## src/rtl/ppm_pkg.sv

```systemverilog
// ppm_pkg: shared constants and types for the peripheral pin multiplexer.
// assumes a 16-bit register port clocked by clk_sys; pad and peripheral
// signals are flat vectors indexed by the pin and function numbers below.
package ppm_pkg;

	// ==========================================================
	// sizes
	localparam int PPM_NPIN = 40;
	localparam int PPM_NFUNC = 115;
	typedef logic [6:0] ppm_func_t;

	// ==========================================================
	// register offsets on the plain port
	localparam logic [15:0] PPM_OFF_BUS_SEL = 16'h1C00;
	localparam logic [15:0] PPM_OFF_STATUS = 16'h1C01;
	localparam logic [15:0] PPM_OFF_SER_PD = 16'h1C17;
	localparam logic [15:0] PPM_OFF_HD_PD = 16'h1C19;
	localparam logic [15:0] PPM_OFF_BE_PD = 16'h1C4F;
	localparam logic [15:0] PPM_OFF_CTL_PD = 16'h1C50;

	// ==========================================================
	// bus selection fields and reset values
	localparam int PPM_PP_LSB = 12;
	localparam int PPM_SP1_LSB = 10;
	localparam int PPM_SP0_LSB = 8;
	localparam int PPM_CLKSEL_BIT = 15;
	localparam logic [15:0] PPM_BUS_SEL_MASK = 16'hFF00;
	localparam logic [15:0] PPM_BUS_SEL_RST = 16'h1000;
	localparam logic [15:0] PPM_PD_RST = 16'h0000;

	// mode codes
	localparam logic [2:0] PPM_PP_HOST = 3'h0;
	localparam logic [2:0] PPM_PP_SPI_UART = 3'h1;
	localparam logic [2:0] PPM_PP_GPIO = 3'h2;
	localparam logic [2:0] PPM_PP_SPI_SND3 = 3'h3;
	localparam logic [2:0] PPM_PP_SND2_UART = 3'h4;
	localparam logic [2:0] PPM_PP_SPI4_UART = 3'h5;
	localparam logic [2:0] PPM_PP_SPI_SND23 = 3'h6;
	localparam logic [2:0] PPM_PP_RSVD = 3'h7;
	localparam logic [1:0] PPM_SP_CARD = 2'h0;
	localparam logic [1:0] PPM_SP_ALT = 2'h1;
	localparam logic [1:0] PPM_SP_GPIO = 2'h2;
	localparam logic [1:0] PPM_SP_BSP = 2'h3;

	// ==========================================================
	// function index bases into periph_out / periph_oe / periph_in
	localparam int PPM_F_HOST = 0;
	localparam int PPM_F_SPI = 28;
	localparam int PPM_F_GP = 35;
	localparam int PPM_F_UART = 67;
	localparam int PPM_F_SND2 = 71;
	localparam int PPM_F_SND3 = 75;
	localparam int PPM_F_SND0 = 79;
	localparam int PPM_F_EXTERNAL_MEMORY_INTERFACE = 83;
	localparam int PPM_F_CARD1 = 90;
	localparam int PPM_F_CARD0 = 96;
	localparam int PPM_F_MULTICHANNEL_SPI_PORT = 102;
	localparam int PPM_F_BSP = 108;
	localparam int PPM_F_NONE = 127;

	// pin index bases
	localparam int PPM_PIN_HD = 1;
	localparam int PPM_PIN_CTL = 17;
	localparam int PPM_PIN_EM = 21;
	localparam int PPM_PIN_SP1 = 28;
	localparam int PPM_PIN_SP0 = 34;

	// idle level seen by a peripheral input with no pin; uart receive idles high
	localparam logic [114:0] PPM_IN_IDLE = 115'h1 << (PPM_F_UART + 2);

	// ==========================================================
	// carriers
	typedef struct packed {
		logic [15:0] addr;
		logic [15:0] wdata;
		logic wr;
		logic rd;
	} ppm_bus_s;

	typedef struct packed {
		logic [39:0] out;
		logic [39:0] oe;
	} ppm_pad_s;

endpackage : ppm_pkg

```

## src/rtl/ppm_pin_mux.sv

```systemverilog
// ppm_pin_mux: routes shared pads to on-chip peripherals from one bus selection register.
// assumes peripherals present flat out/oe vectors, pads are resolved outside,
// and software resets affected peripherals itself after changing a mode field.
//
// Behaviour
// - all pin selections come from bus selection register
// - parallel field three bits, resets to 001
// - code 000 gives pins to host port
// - code 001: spi, gpio 12-17, sound2, uart
// - code 010: gpio 18-20,27-31 on data 8-15
// - code 011: spi on data 8-11, sound3 above
// - code 100: sound2 on 8-11, uart 12-15
// - code 101: spi on 8-11, uart 12-15
// - code 110: spi, gpio, sound2, sound3
// - interrupt pin carries host port in 000, spi clock in 001 and 110, else reserved
// - codes other than 000 and 111 put memory signals on control pins
// - second serial field resets 00, card port
// - second serial code 01 gives multichannel spi
// - second serial code 10 gives gpio 6-11
// - second serial pulldown bits 8 to 13
// - first serial field resets 00, card port
// - first serial code 01: sound0 plus gpio
// - first serial code 10: gpio 0-5
// - first serial code 11: buffered serial port
// - bit 15 picks shared buffered clock function
// - first serial pulldown bits 0 to 5
// - host data and control pulldown bit map
//
// Local design decision: the address-and-strobe port.
module ppm_pin_mux (
	// clock and reset
	input wire logic clk_sys,
	input wire logic rst,
	// register port
	input wire ppm_pkg::ppm_bus_s bus_req,
	output logic [15:0] bus_rdata,
	// peripheral side
	input wire logic [ppm_pkg::PPM_NFUNC-1:0] periph_out,
	input wire logic [ppm_pkg::PPM_NFUNC-1:0] periph_oe,
	output logic [ppm_pkg::PPM_NFUNC-1:0] periph_in,
	// pad side
	input wire logic [ppm_pkg::PPM_NPIN-1:0] pad_in,
	output ppm_pkg::ppm_pad_s pad_drive,
	output logic [ppm_pkg::PPM_NPIN-1:0] pad_pulldown_inhibit
);
	import ppm_pkg::*;

	// ==========================================================
	// pin function table
	// returns the function index a pin carries in the given modes
	function automatic ppm_func_t pin_func(input int p, input logic [2:0] pp,
		input logic [1:0] sp1, input logic [1:0] sp0, input logic clksel);
		int f;
		int d;
		int k;
		f = PPM_F_NONE;
		d = p - PPM_PIN_HD;
		k = d % 4;
		if (p == 0)
		begin
			if (pp == PPM_PP_HOST)
				f = PPM_F_HOST;
			else if (pp == PPM_PP_SPI_UART || pp == PPM_PP_SPI_SND23)
				f = PPM_F_SPI;
		end
		else if (p < PPM_PIN_CTL)
		begin
			if (pp == PPM_PP_HOST)
				f = PPM_F_HOST + p;
			else if (d < 8)
			begin
				// low data pins carry spi data and gpio 12-17 only in 001 and 110
				if (pp == PPM_PP_SPI_UART || pp == PPM_PP_SPI_SND23)
					f = (d < 2) ? PPM_F_SPI + 1 + d : PPM_F_GP + 10 + d;
			end
			else if (d < 12)
			begin
				case (pp)
					PPM_PP_SPI_UART, PPM_PP_SND2_UART, PPM_PP_SPI_SND23:
						f = PPM_F_SND2 + k;
					PPM_PP_GPIO:
						f = PPM_F_GP + ((k < 3) ? 18 + k : 27);
					PPM_PP_SPI_SND3, PPM_PP_SPI4_UART:
						f = PPM_F_SPI + ((k == 0) ? 0 : (k == 1) ? 3 : k - 1);
					default:
						f = PPM_F_NONE;
				endcase
			end
			else
			begin
				case (pp)
					PPM_PP_SPI_UART, PPM_PP_SND2_UART, PPM_PP_SPI4_UART:
						f = PPM_F_UART + k;
					PPM_PP_GPIO:
						f = PPM_F_GP + 28 + k;
					PPM_PP_SPI_SND3, PPM_PP_SPI_SND23:
						f = PPM_F_SND3 + k;
					default:
						f = PPM_F_NONE;
				endcase
			end
		end
		else if (p < PPM_PIN_EM)
		begin
			if (pp == PPM_PP_HOST)
				f = PPM_F_HOST + p;
			else if (pp == PPM_PP_SPI_UART || pp == PPM_PP_SPI_SND23)
				f = PPM_F_SPI + 3 + p - PPM_PIN_CTL;
		end
		else if (p < PPM_PIN_SP1)
		begin
			if (pp == PPM_PP_HOST)
				f = PPM_F_HOST + p;
			else if (pp != PPM_PP_RSVD)
				f = PPM_F_EXTERNAL_MEMORY_INTERFACE + p - PPM_PIN_EM;
		end
		else if (p < PPM_PIN_SP0)
		begin
			case (sp1)
				PPM_SP_CARD: f = PPM_F_CARD1 + p - PPM_PIN_SP1;
				PPM_SP_ALT: f = PPM_F_MULTICHANNEL_SPI_PORT + p - PPM_PIN_SP1;
				PPM_SP_GPIO: f = PPM_F_GP + 6 + p - PPM_PIN_SP1;
				default: f = PPM_F_NONE;
			endcase
		end
		else
		begin
			d = p - PPM_PIN_SP0;
			case (sp0)
				PPM_SP_CARD: f = PPM_F_CARD0 + d;
				PPM_SP_ALT: f = (d < 4) ? PPM_F_SND0 + d : PPM_F_GP + d;
				PPM_SP_GPIO: f = PPM_F_GP + d;
				default:
				begin
					// last pin: clksel low = receive clock, high = source clock
					if (d < 5)
						f = PPM_F_BSP + d;
					else
						f = PPM_F_BSP + (clksel ? 6 : 5);
				end
			endcase
		end
		return ppm_func_t'(f);
	endfunction : pin_func

	// ==========================================================
	// registers
	logic [15:0] bus_sel_reg;
	logic [15:0] ser_pd_reg;
	logic [15:0] hd_pd_reg;
	logic [15:0] be_pd_reg;
	logic [15:0] ctl_pd_reg;
	logic [15:0] rdata_reg;
	ppm_pad_s pad_reg;
	logic [PPM_NFUNC-1:0] periph_in_reg;
	logic [PPM_NPIN-1:0] pd_reg;

	// mode fields, the only source of every selection
	wire [2:0] pp_mode = bus_sel_reg[PPM_PP_LSB +: 3];
	wire [1:0] sp1_mode = bus_sel_reg[PPM_SP1_LSB +: 2];
	wire [1:0] sp0_mode = bus_sel_reg[PPM_SP0_LSB +: 2];
	wire clk_sel = bus_sel_reg[PPM_CLKSEL_BIT];

	// address decode
	wire hit_bus_sel = bus_req.addr == PPM_OFF_BUS_SEL;
	wire hit_status = bus_req.addr == PPM_OFF_STATUS;
	wire hit_ser_pd = bus_req.addr == PPM_OFF_SER_PD;
	wire hit_hd_pd = bus_req.addr == PPM_OFF_HD_PD;
	wire hit_be_pd = bus_req.addr == PPM_OFF_BE_PD;
	wire hit_ctl_pd = bus_req.addr == PPM_OFF_CTL_PD;

	// status shows which fields hold an undefined code
	wire [15:0] status_word = {14'h0000, sp1_mode == PPM_SP_BSP, pp_mode == PPM_PP_RSVD};

	// read mux; unmapped addresses read as zero
	wire [15:0] rdata_sel =
		hit_bus_sel ? bus_sel_reg :
		hit_status ? status_word :
		hit_ser_pd ? ser_pd_reg :
		hit_hd_pd ? hd_pd_reg :
		hit_be_pd ? be_pd_reg :
		hit_ctl_pd ? ctl_pd_reg : 16'h0000;
	wire [15:0] rdata_next = bus_req.rd ? rdata_sel : 16'h0000;

	// next values for software registers
	wire [15:0] bus_sel_next = (bus_req.wr && hit_bus_sel) ?
		(bus_req.wdata & PPM_BUS_SEL_MASK) : bus_sel_reg;
	wire [15:0] ser_pd_next = (bus_req.wr && hit_ser_pd) ? bus_req.wdata : ser_pd_reg;
	wire [15:0] hd_pd_next = (bus_req.wr && hit_hd_pd) ? bus_req.wdata : hd_pd_reg;
	wire [15:0] be_pd_next = (bus_req.wr && hit_be_pd) ? bus_req.wdata : be_pd_reg;
	wire [15:0] ctl_pd_next = (bus_req.wr && hit_ctl_pd) ? bus_req.wdata : ctl_pd_reg;

	// register file; undefined bus selection bits are not stored
	always_ff @(posedge clk_sys or posedge rst)
	begin
		if (rst)
		begin
			bus_sel_reg <= PPM_BUS_SEL_RST;
			ser_pd_reg <= PPM_PD_RST;
			hd_pd_reg <= PPM_PD_RST;
			be_pd_reg <= PPM_PD_RST;
			ctl_pd_reg <= PPM_PD_RST;
			rdata_reg <= 16'h0000;
		end
		else
		begin
			bus_sel_reg <= bus_sel_next;
			ser_pd_reg <= ser_pd_next;
			hd_pd_reg <= hd_pd_next;
			be_pd_reg <= be_pd_next;
			ctl_pd_reg <= ctl_pd_next;
			rdata_reg <= rdata_next;
		end
	end

	// ==========================================================
	// per pin selection
	ppm_func_t pin_sel [PPM_NPIN];
	logic [PPM_NPIN-1:0] pin_live;
	ppm_pad_s pad_next;

	// a reserved pin has no function: it drives nothing, enable held low
	genvar gp;
	generate
		for (gp = 0; gp < PPM_NPIN; gp++)
		begin : g_pin
			assign pin_sel[gp] = pin_func(gp, pp_mode, sp1_mode, sp0_mode, clk_sel);
			assign pin_live[gp] = pin_sel[gp] != ppm_func_t'(PPM_F_NONE);
			assign pad_next.out[gp] = pin_live[gp] & periph_out[pin_sel[gp]];
			assign pad_next.oe[gp] = pin_live[gp] & periph_oe[pin_sel[gp]];
		end
	endgenerate

	// input steering: only the selected function sees its pad, others idle
	logic [PPM_NFUNC-1:0] periph_in_next;
	always_comb
	begin
		periph_in_next = PPM_IN_IDLE;
		for (int p = 0; p < PPM_NPIN; p++)
		begin
			if (pin_live[p])
				periph_in_next[pin_sel[p]] = pad_in[p];
		end
	end

	// pulldown inhibit per pin; shared vector so each pad sees its own bit
	logic [PPM_NPIN-1:0] pd_next;
	always_comb
	begin
		pd_next = '0;
		pd_next[0] = ctl_pd_reg[12];
		for (int n = 0; n < 16; n++)
			pd_next[PPM_PIN_HD + n] = hd_pd_reg[n];
		for (int n = 0; n < 4; n++)
			pd_next[PPM_PIN_CTL + n] = ctl_pd_reg[8 + n];
		pd_next[PPM_PIN_EM] = be_pd_reg[7];
		pd_next[PPM_PIN_EM + 1] = be_pd_reg[8];
		pd_next[PPM_PIN_EM + 2] = ctl_pd_reg[3];
		pd_next[PPM_PIN_EM + 3] = ctl_pd_reg[2];
		pd_next[PPM_PIN_EM + 4] = ctl_pd_reg[4];
		pd_next[PPM_PIN_EM + 5] = ctl_pd_reg[5];
		pd_next[PPM_PIN_EM + 6] = ctl_pd_reg[1];
		for (int n = 0; n < 6; n++)
		begin
			pd_next[PPM_PIN_SP1 + n] = ser_pd_reg[n + 8];
			pd_next[PPM_PIN_SP0 + n] = ser_pd_reg[n];
		end
	end

	// output flops; costs one cycle of latency through the mux, but the
	// pads never see glitches from the select decode
	always_ff @(posedge clk_sys or posedge rst)
	begin
		if (rst)
		begin
			pad_reg <= '0;
			periph_in_reg <= PPM_IN_IDLE;
			pd_reg <= '0;
		end
		else
		begin
			pad_reg <= pad_next;
			periph_in_reg <= periph_in_next;
			pd_reg <= pd_next;
		end
	end

	assign bus_rdata = rdata_reg;
	assign pad_drive = pad_reg;
	assign periph_in = periph_in_reg;
	assign pad_pulldown_inhibit = pd_reg;
endmodule : ppm_pin_mux

```

## config.mk

```make
export PLATFORM = sky130hd
export DESIGN_NAME = ppm_pin_mux
export DESIGN_NICKNAME = d
export VERILOG_FILES = /design/src/rtl/ppm_pkg.sv /design/src/rtl/ppm_pin_mux.sv
export SDC_FILE = /design/constraint.sdc
export NUM_CORES = 1
export LEC_CHECK = 0
export BUFFER_PORTS_ARGS = -buffer_cell sky130_fd_sc_hd__buf_2
export CORE_ASPECT_RATIO = 1.2
export CORE_MARGIN = 2
export CORE_UTILIZATION = 28
export CTS_CLUSTER_SIZE = 20
export DETAILED_ROUTE_END_ITERATION = 7
export PLACE_DENSITY = 0.56
export RECOVER_POWER = 25
export SLEW_MARGIN = 20
export SYNTH_ARGS = -nofsm -noshare
export SYNTH_HDL_FRONTEND = slang
export SYNTH_SLANG_ARGS = --single-unit
```

## constraint.sdc

```tcl
create_clock -name clk_sys -period 11.29 [get_ports clk_sys]
set_input_delay 2.258 -clock clk_sys [delete_from_list [all_inputs] [get_ports clk_sys]]
set_output_delay 2.258 -clock clk_sys [all_outputs]
set_load 0.02 [all_outputs]
```

==> reports/qor.yml <==
min_path:
  hp-start: "ser_pd_reg[2]"
  hp-class: "register to register"
power_and_ir_drop:
  intPower_uw: 1974
  ir_drop_v: 0.00009547
  power_frac_seq_pct: 44.0
  switching_share_pct: 26.87
  switching_power_uw: 725.4
  combPwrFrac_pct: 10.6
  powerDensity_nw_per_um2: 119.9
  leakage_uw: 0.01037
  pwr-share-clk_pct: 45.4
worst_setup_path:
  critPathKind: "register to register"
  worst_path_most_repeated_cell: "clkbuf_1"
  cp_max_fo: 55
  timing.critical_path.to_type: "register"
  cp-startpoint: "bus_sel_reg[12]"
  crit_family: "compound AO/OA/AOI/OAI gates"
  reg2reg_from: "bus_sel_reg[12]"
  critical_path_required_ns: 11.73
  crit_slowest_cell: "a21oi_1"
  critPathBufInv: 2
  crit_chain: "clkbuf_1 > nor3_4 > clkbuf_1 > a21oi_1 > nand3_1 > a32oi_1"
  start_kind: "register"
  critical-path-max-stage-delay_ns: 2.66
  arrival_ns: 7.62
logic_synthesis:
  yosysSeqAreaShare_pct: 45.03
  synth_area_per_cell_um2: 10.50
  synth_edf_count: 0
  yosysMostFrequentCell: "dfrtp_1"
  syn-num-nets: 2030
  synth_common_cells: "dfrtp_1, nand2_1, nor2_1, mux2_2, o21ai_0"
  async_flop_share_pct: 100.0
  postSynthCellCount: 1710
  yosysTopAreaCell: "dfrtp_1"
  ys.flop_type: "dfrtp_1"
  yosysWarnings: 0
  synthTopCellsByArea: "dfrtp_1, mux4_2, mux2_2, mux2i_1, nand2_1"
  synth.top_cell.area_share_pct: 44.74
  synth_area_um2: 17960
  ys_ff_latch: 323
  ys_types: 76
clock_tree:
  cts_tree: "yes"
  cts-root-buf: "clkbuf_16"
  cts.sinks: 323
  cts_hold_buf: 0
  cts_buffers: 37
  post_cts_buffers: 0
  post_cts_resized: 0
  clockBufferDepth: 3
  cts.clk_slew.worst_paths_ns: 0.07
  worstSkewPairLatency_ns: 0.57
  htreeDepth: 2
sta:
  rsz0062_at_grt: "false"
  setup_viol: 0
  finalHoldViolCount: 0
  max-slew-margin-rel_pct: -230.0
  final_max_slew_viol_count: 385
  worstMarginPinSlew_ns: 4.923
  fin_setup_tns_ns: 0
  fin_worst_skew_ns: 0.02409
  fmax_mhz: 139.4
  finalCritPeriodShare_pct: 63.56
  hold_ws_ns: 0.4035
  period_minus_slack_ns: 7.176
route:
  dr_total_vias: 17510
  met2_length_um: 48580
  drt_iter0_drc: 1540
  viasPerCell: 5.748
  wl_met3_um: 8746
  ant_nets: 0
  top_layer: "met5"
  m1WireLength_um: 33730
  post_drt_wl_per_cell_um: 31.52
  drcViolationCount: 0
  totalWireLength_um: 96000
  first_pass_iters: 7
final_layout:
  fillers: 6474
  layout-drive-gt1-share_pct: 37.12
  area_growth_pct: 25.43
  largest_reg_flops: 115
  nNetsFinal: 2495
global_routing:
  antenna_found_initial: 52
  grt_max_degree: 150
  grt_pass1_wl_um: 133600
  grt_pass1_vias: 17650
  grt_usage_pct: 28.15
  grt_overflow: 0
placed_design:
  port_buffers: 554
  gp_congestion: 0.9487
  dp_hpwl_um: 73650
floorplanning:
  die_w_um: 235.2
  num_io_pins: 557
  initial_core_util_pct: 28.36
  die_area_um2: 66180
  core-area_um2: 63310
  rows: 101
  die_h_um: 281.4
run:
  maxCapViolCount: 8
outcome:
  violations: "capacitance limit, slew limit"
  outcome: "finished, violations left"
-- worst register-to-register path, cell delays in order (launching register included) --
cell      delay [ns]
dfstp_1         0.84
clkbuf_1        1.27
nor3_4          0.07
clkbuf_1        1.31
a21oi_1         2.67
nand3_1         0.45
a32oi_1         0.44
-- power groups by stage --
stage	registers (µW)	clock network [µW]	logic, µW
detailed placement	1210	0	287
finish	1190	1220	287
global route	1190	1300	303
floorplan	1240	0	87.5
global placement	1210	0	285
CTS	1190	1260	288
-- per-stage QoR --
stage | area, µm² | util, % | worst slack (ns) | std cells | total power (µW)
after global routing | 22480 | 35.51 | 3.993 | 3030 | 2792
after CTS | 22540 | 35.60 | 7.272 | 3025 | 2732
after global placement | 21320 | 33.68 | 6.697 | 2960 | 1494
final | 22520 | 35.57 | 4.114 | 3046 | 2700
after detailed placement | 21320 | 33.68 | 6.713 | 2960 | 1496
after floorplan | 17960 | - | 0.09399 | 1710 | 1324
-- routing by layer --
layer  global-route usage [%]  vias up
met5                        0        -
met4                    12.04       58
met3                    8.293      226
met2                    50.09      983
met1                    31.28     8791
li1                         -     7451
-- logic make-up after synthesis --
logic type,count (synthesis),synth area share [%]
AOI/OAI and AO/OA,497,19.32
and+or+nand+nor,477,12.97
DFF,323,45.03
muxes,221,17.12
buffers and inverters,178,4.592
adders and majority gates,14,0.9756
-- path summary, 6_finish.rpt --
kind	end	slack, ns	cells after the start
worst max-delay path	periph_in[86]	4.11	6
worst min-delay path	pad_pulldown_inhibit[36]	0.40	0
worst max register to register	periph_in[86]	4.11	6
worst min register to register	pad_pulldown_inhibit[36]	0.40	0
max in group asynchronous	periph_in[21]	5.66	3
min in group asynchronous	pad_drive[4]	3.24	2
-- cells in the final DEF (no fill, tap or decap), drive strengths merged, types with 5 or more instances in the layout --
cell,synthesis,layout
buf,75,573
nor2b,20,20
mux2i,63,63
mux4,59,59
nor3,21,21
and2,22,22
o22ai,24,24
a31o,5,5
a32oi,18,18
nand2,157,157
inv,14,17
clkinv,6,14
clkbuf,83,59
a221oi,36,36
nand4,11,11
nand3,61,61
and4,5,5
a22o,44,44
mux2,99,99
o211ai,25,25
diode,0,21
nand2b,15,15
a21oi,85,85
a31oi,34,34
a32o,5,5
a221o,8,8
nor2,114,114
o21ai,86,86
and3,25,25
o2bb2ai,7,7
o21a,13,13
o221ai,10,10
dfrtp,321,321
o31ai,23,23
ha,14,14
a22oi,20,20
a211oi,16,16
-- area by class of cell --
type	count	area (µm²)	share of cell area [%]
flip-flops and latches	323	8085	35.90
well taps	824	1031	4.578
multi-input cells	1209	9086	40.34
clock buffers	48	1027	4.561
inverters	20	76.32	0.3389
clock inverters	17	187.7	0.8333
repair buffers	584	2977	13.22
diodes	21	52.55	0.2333
Power figures use the tool's default switching activity.
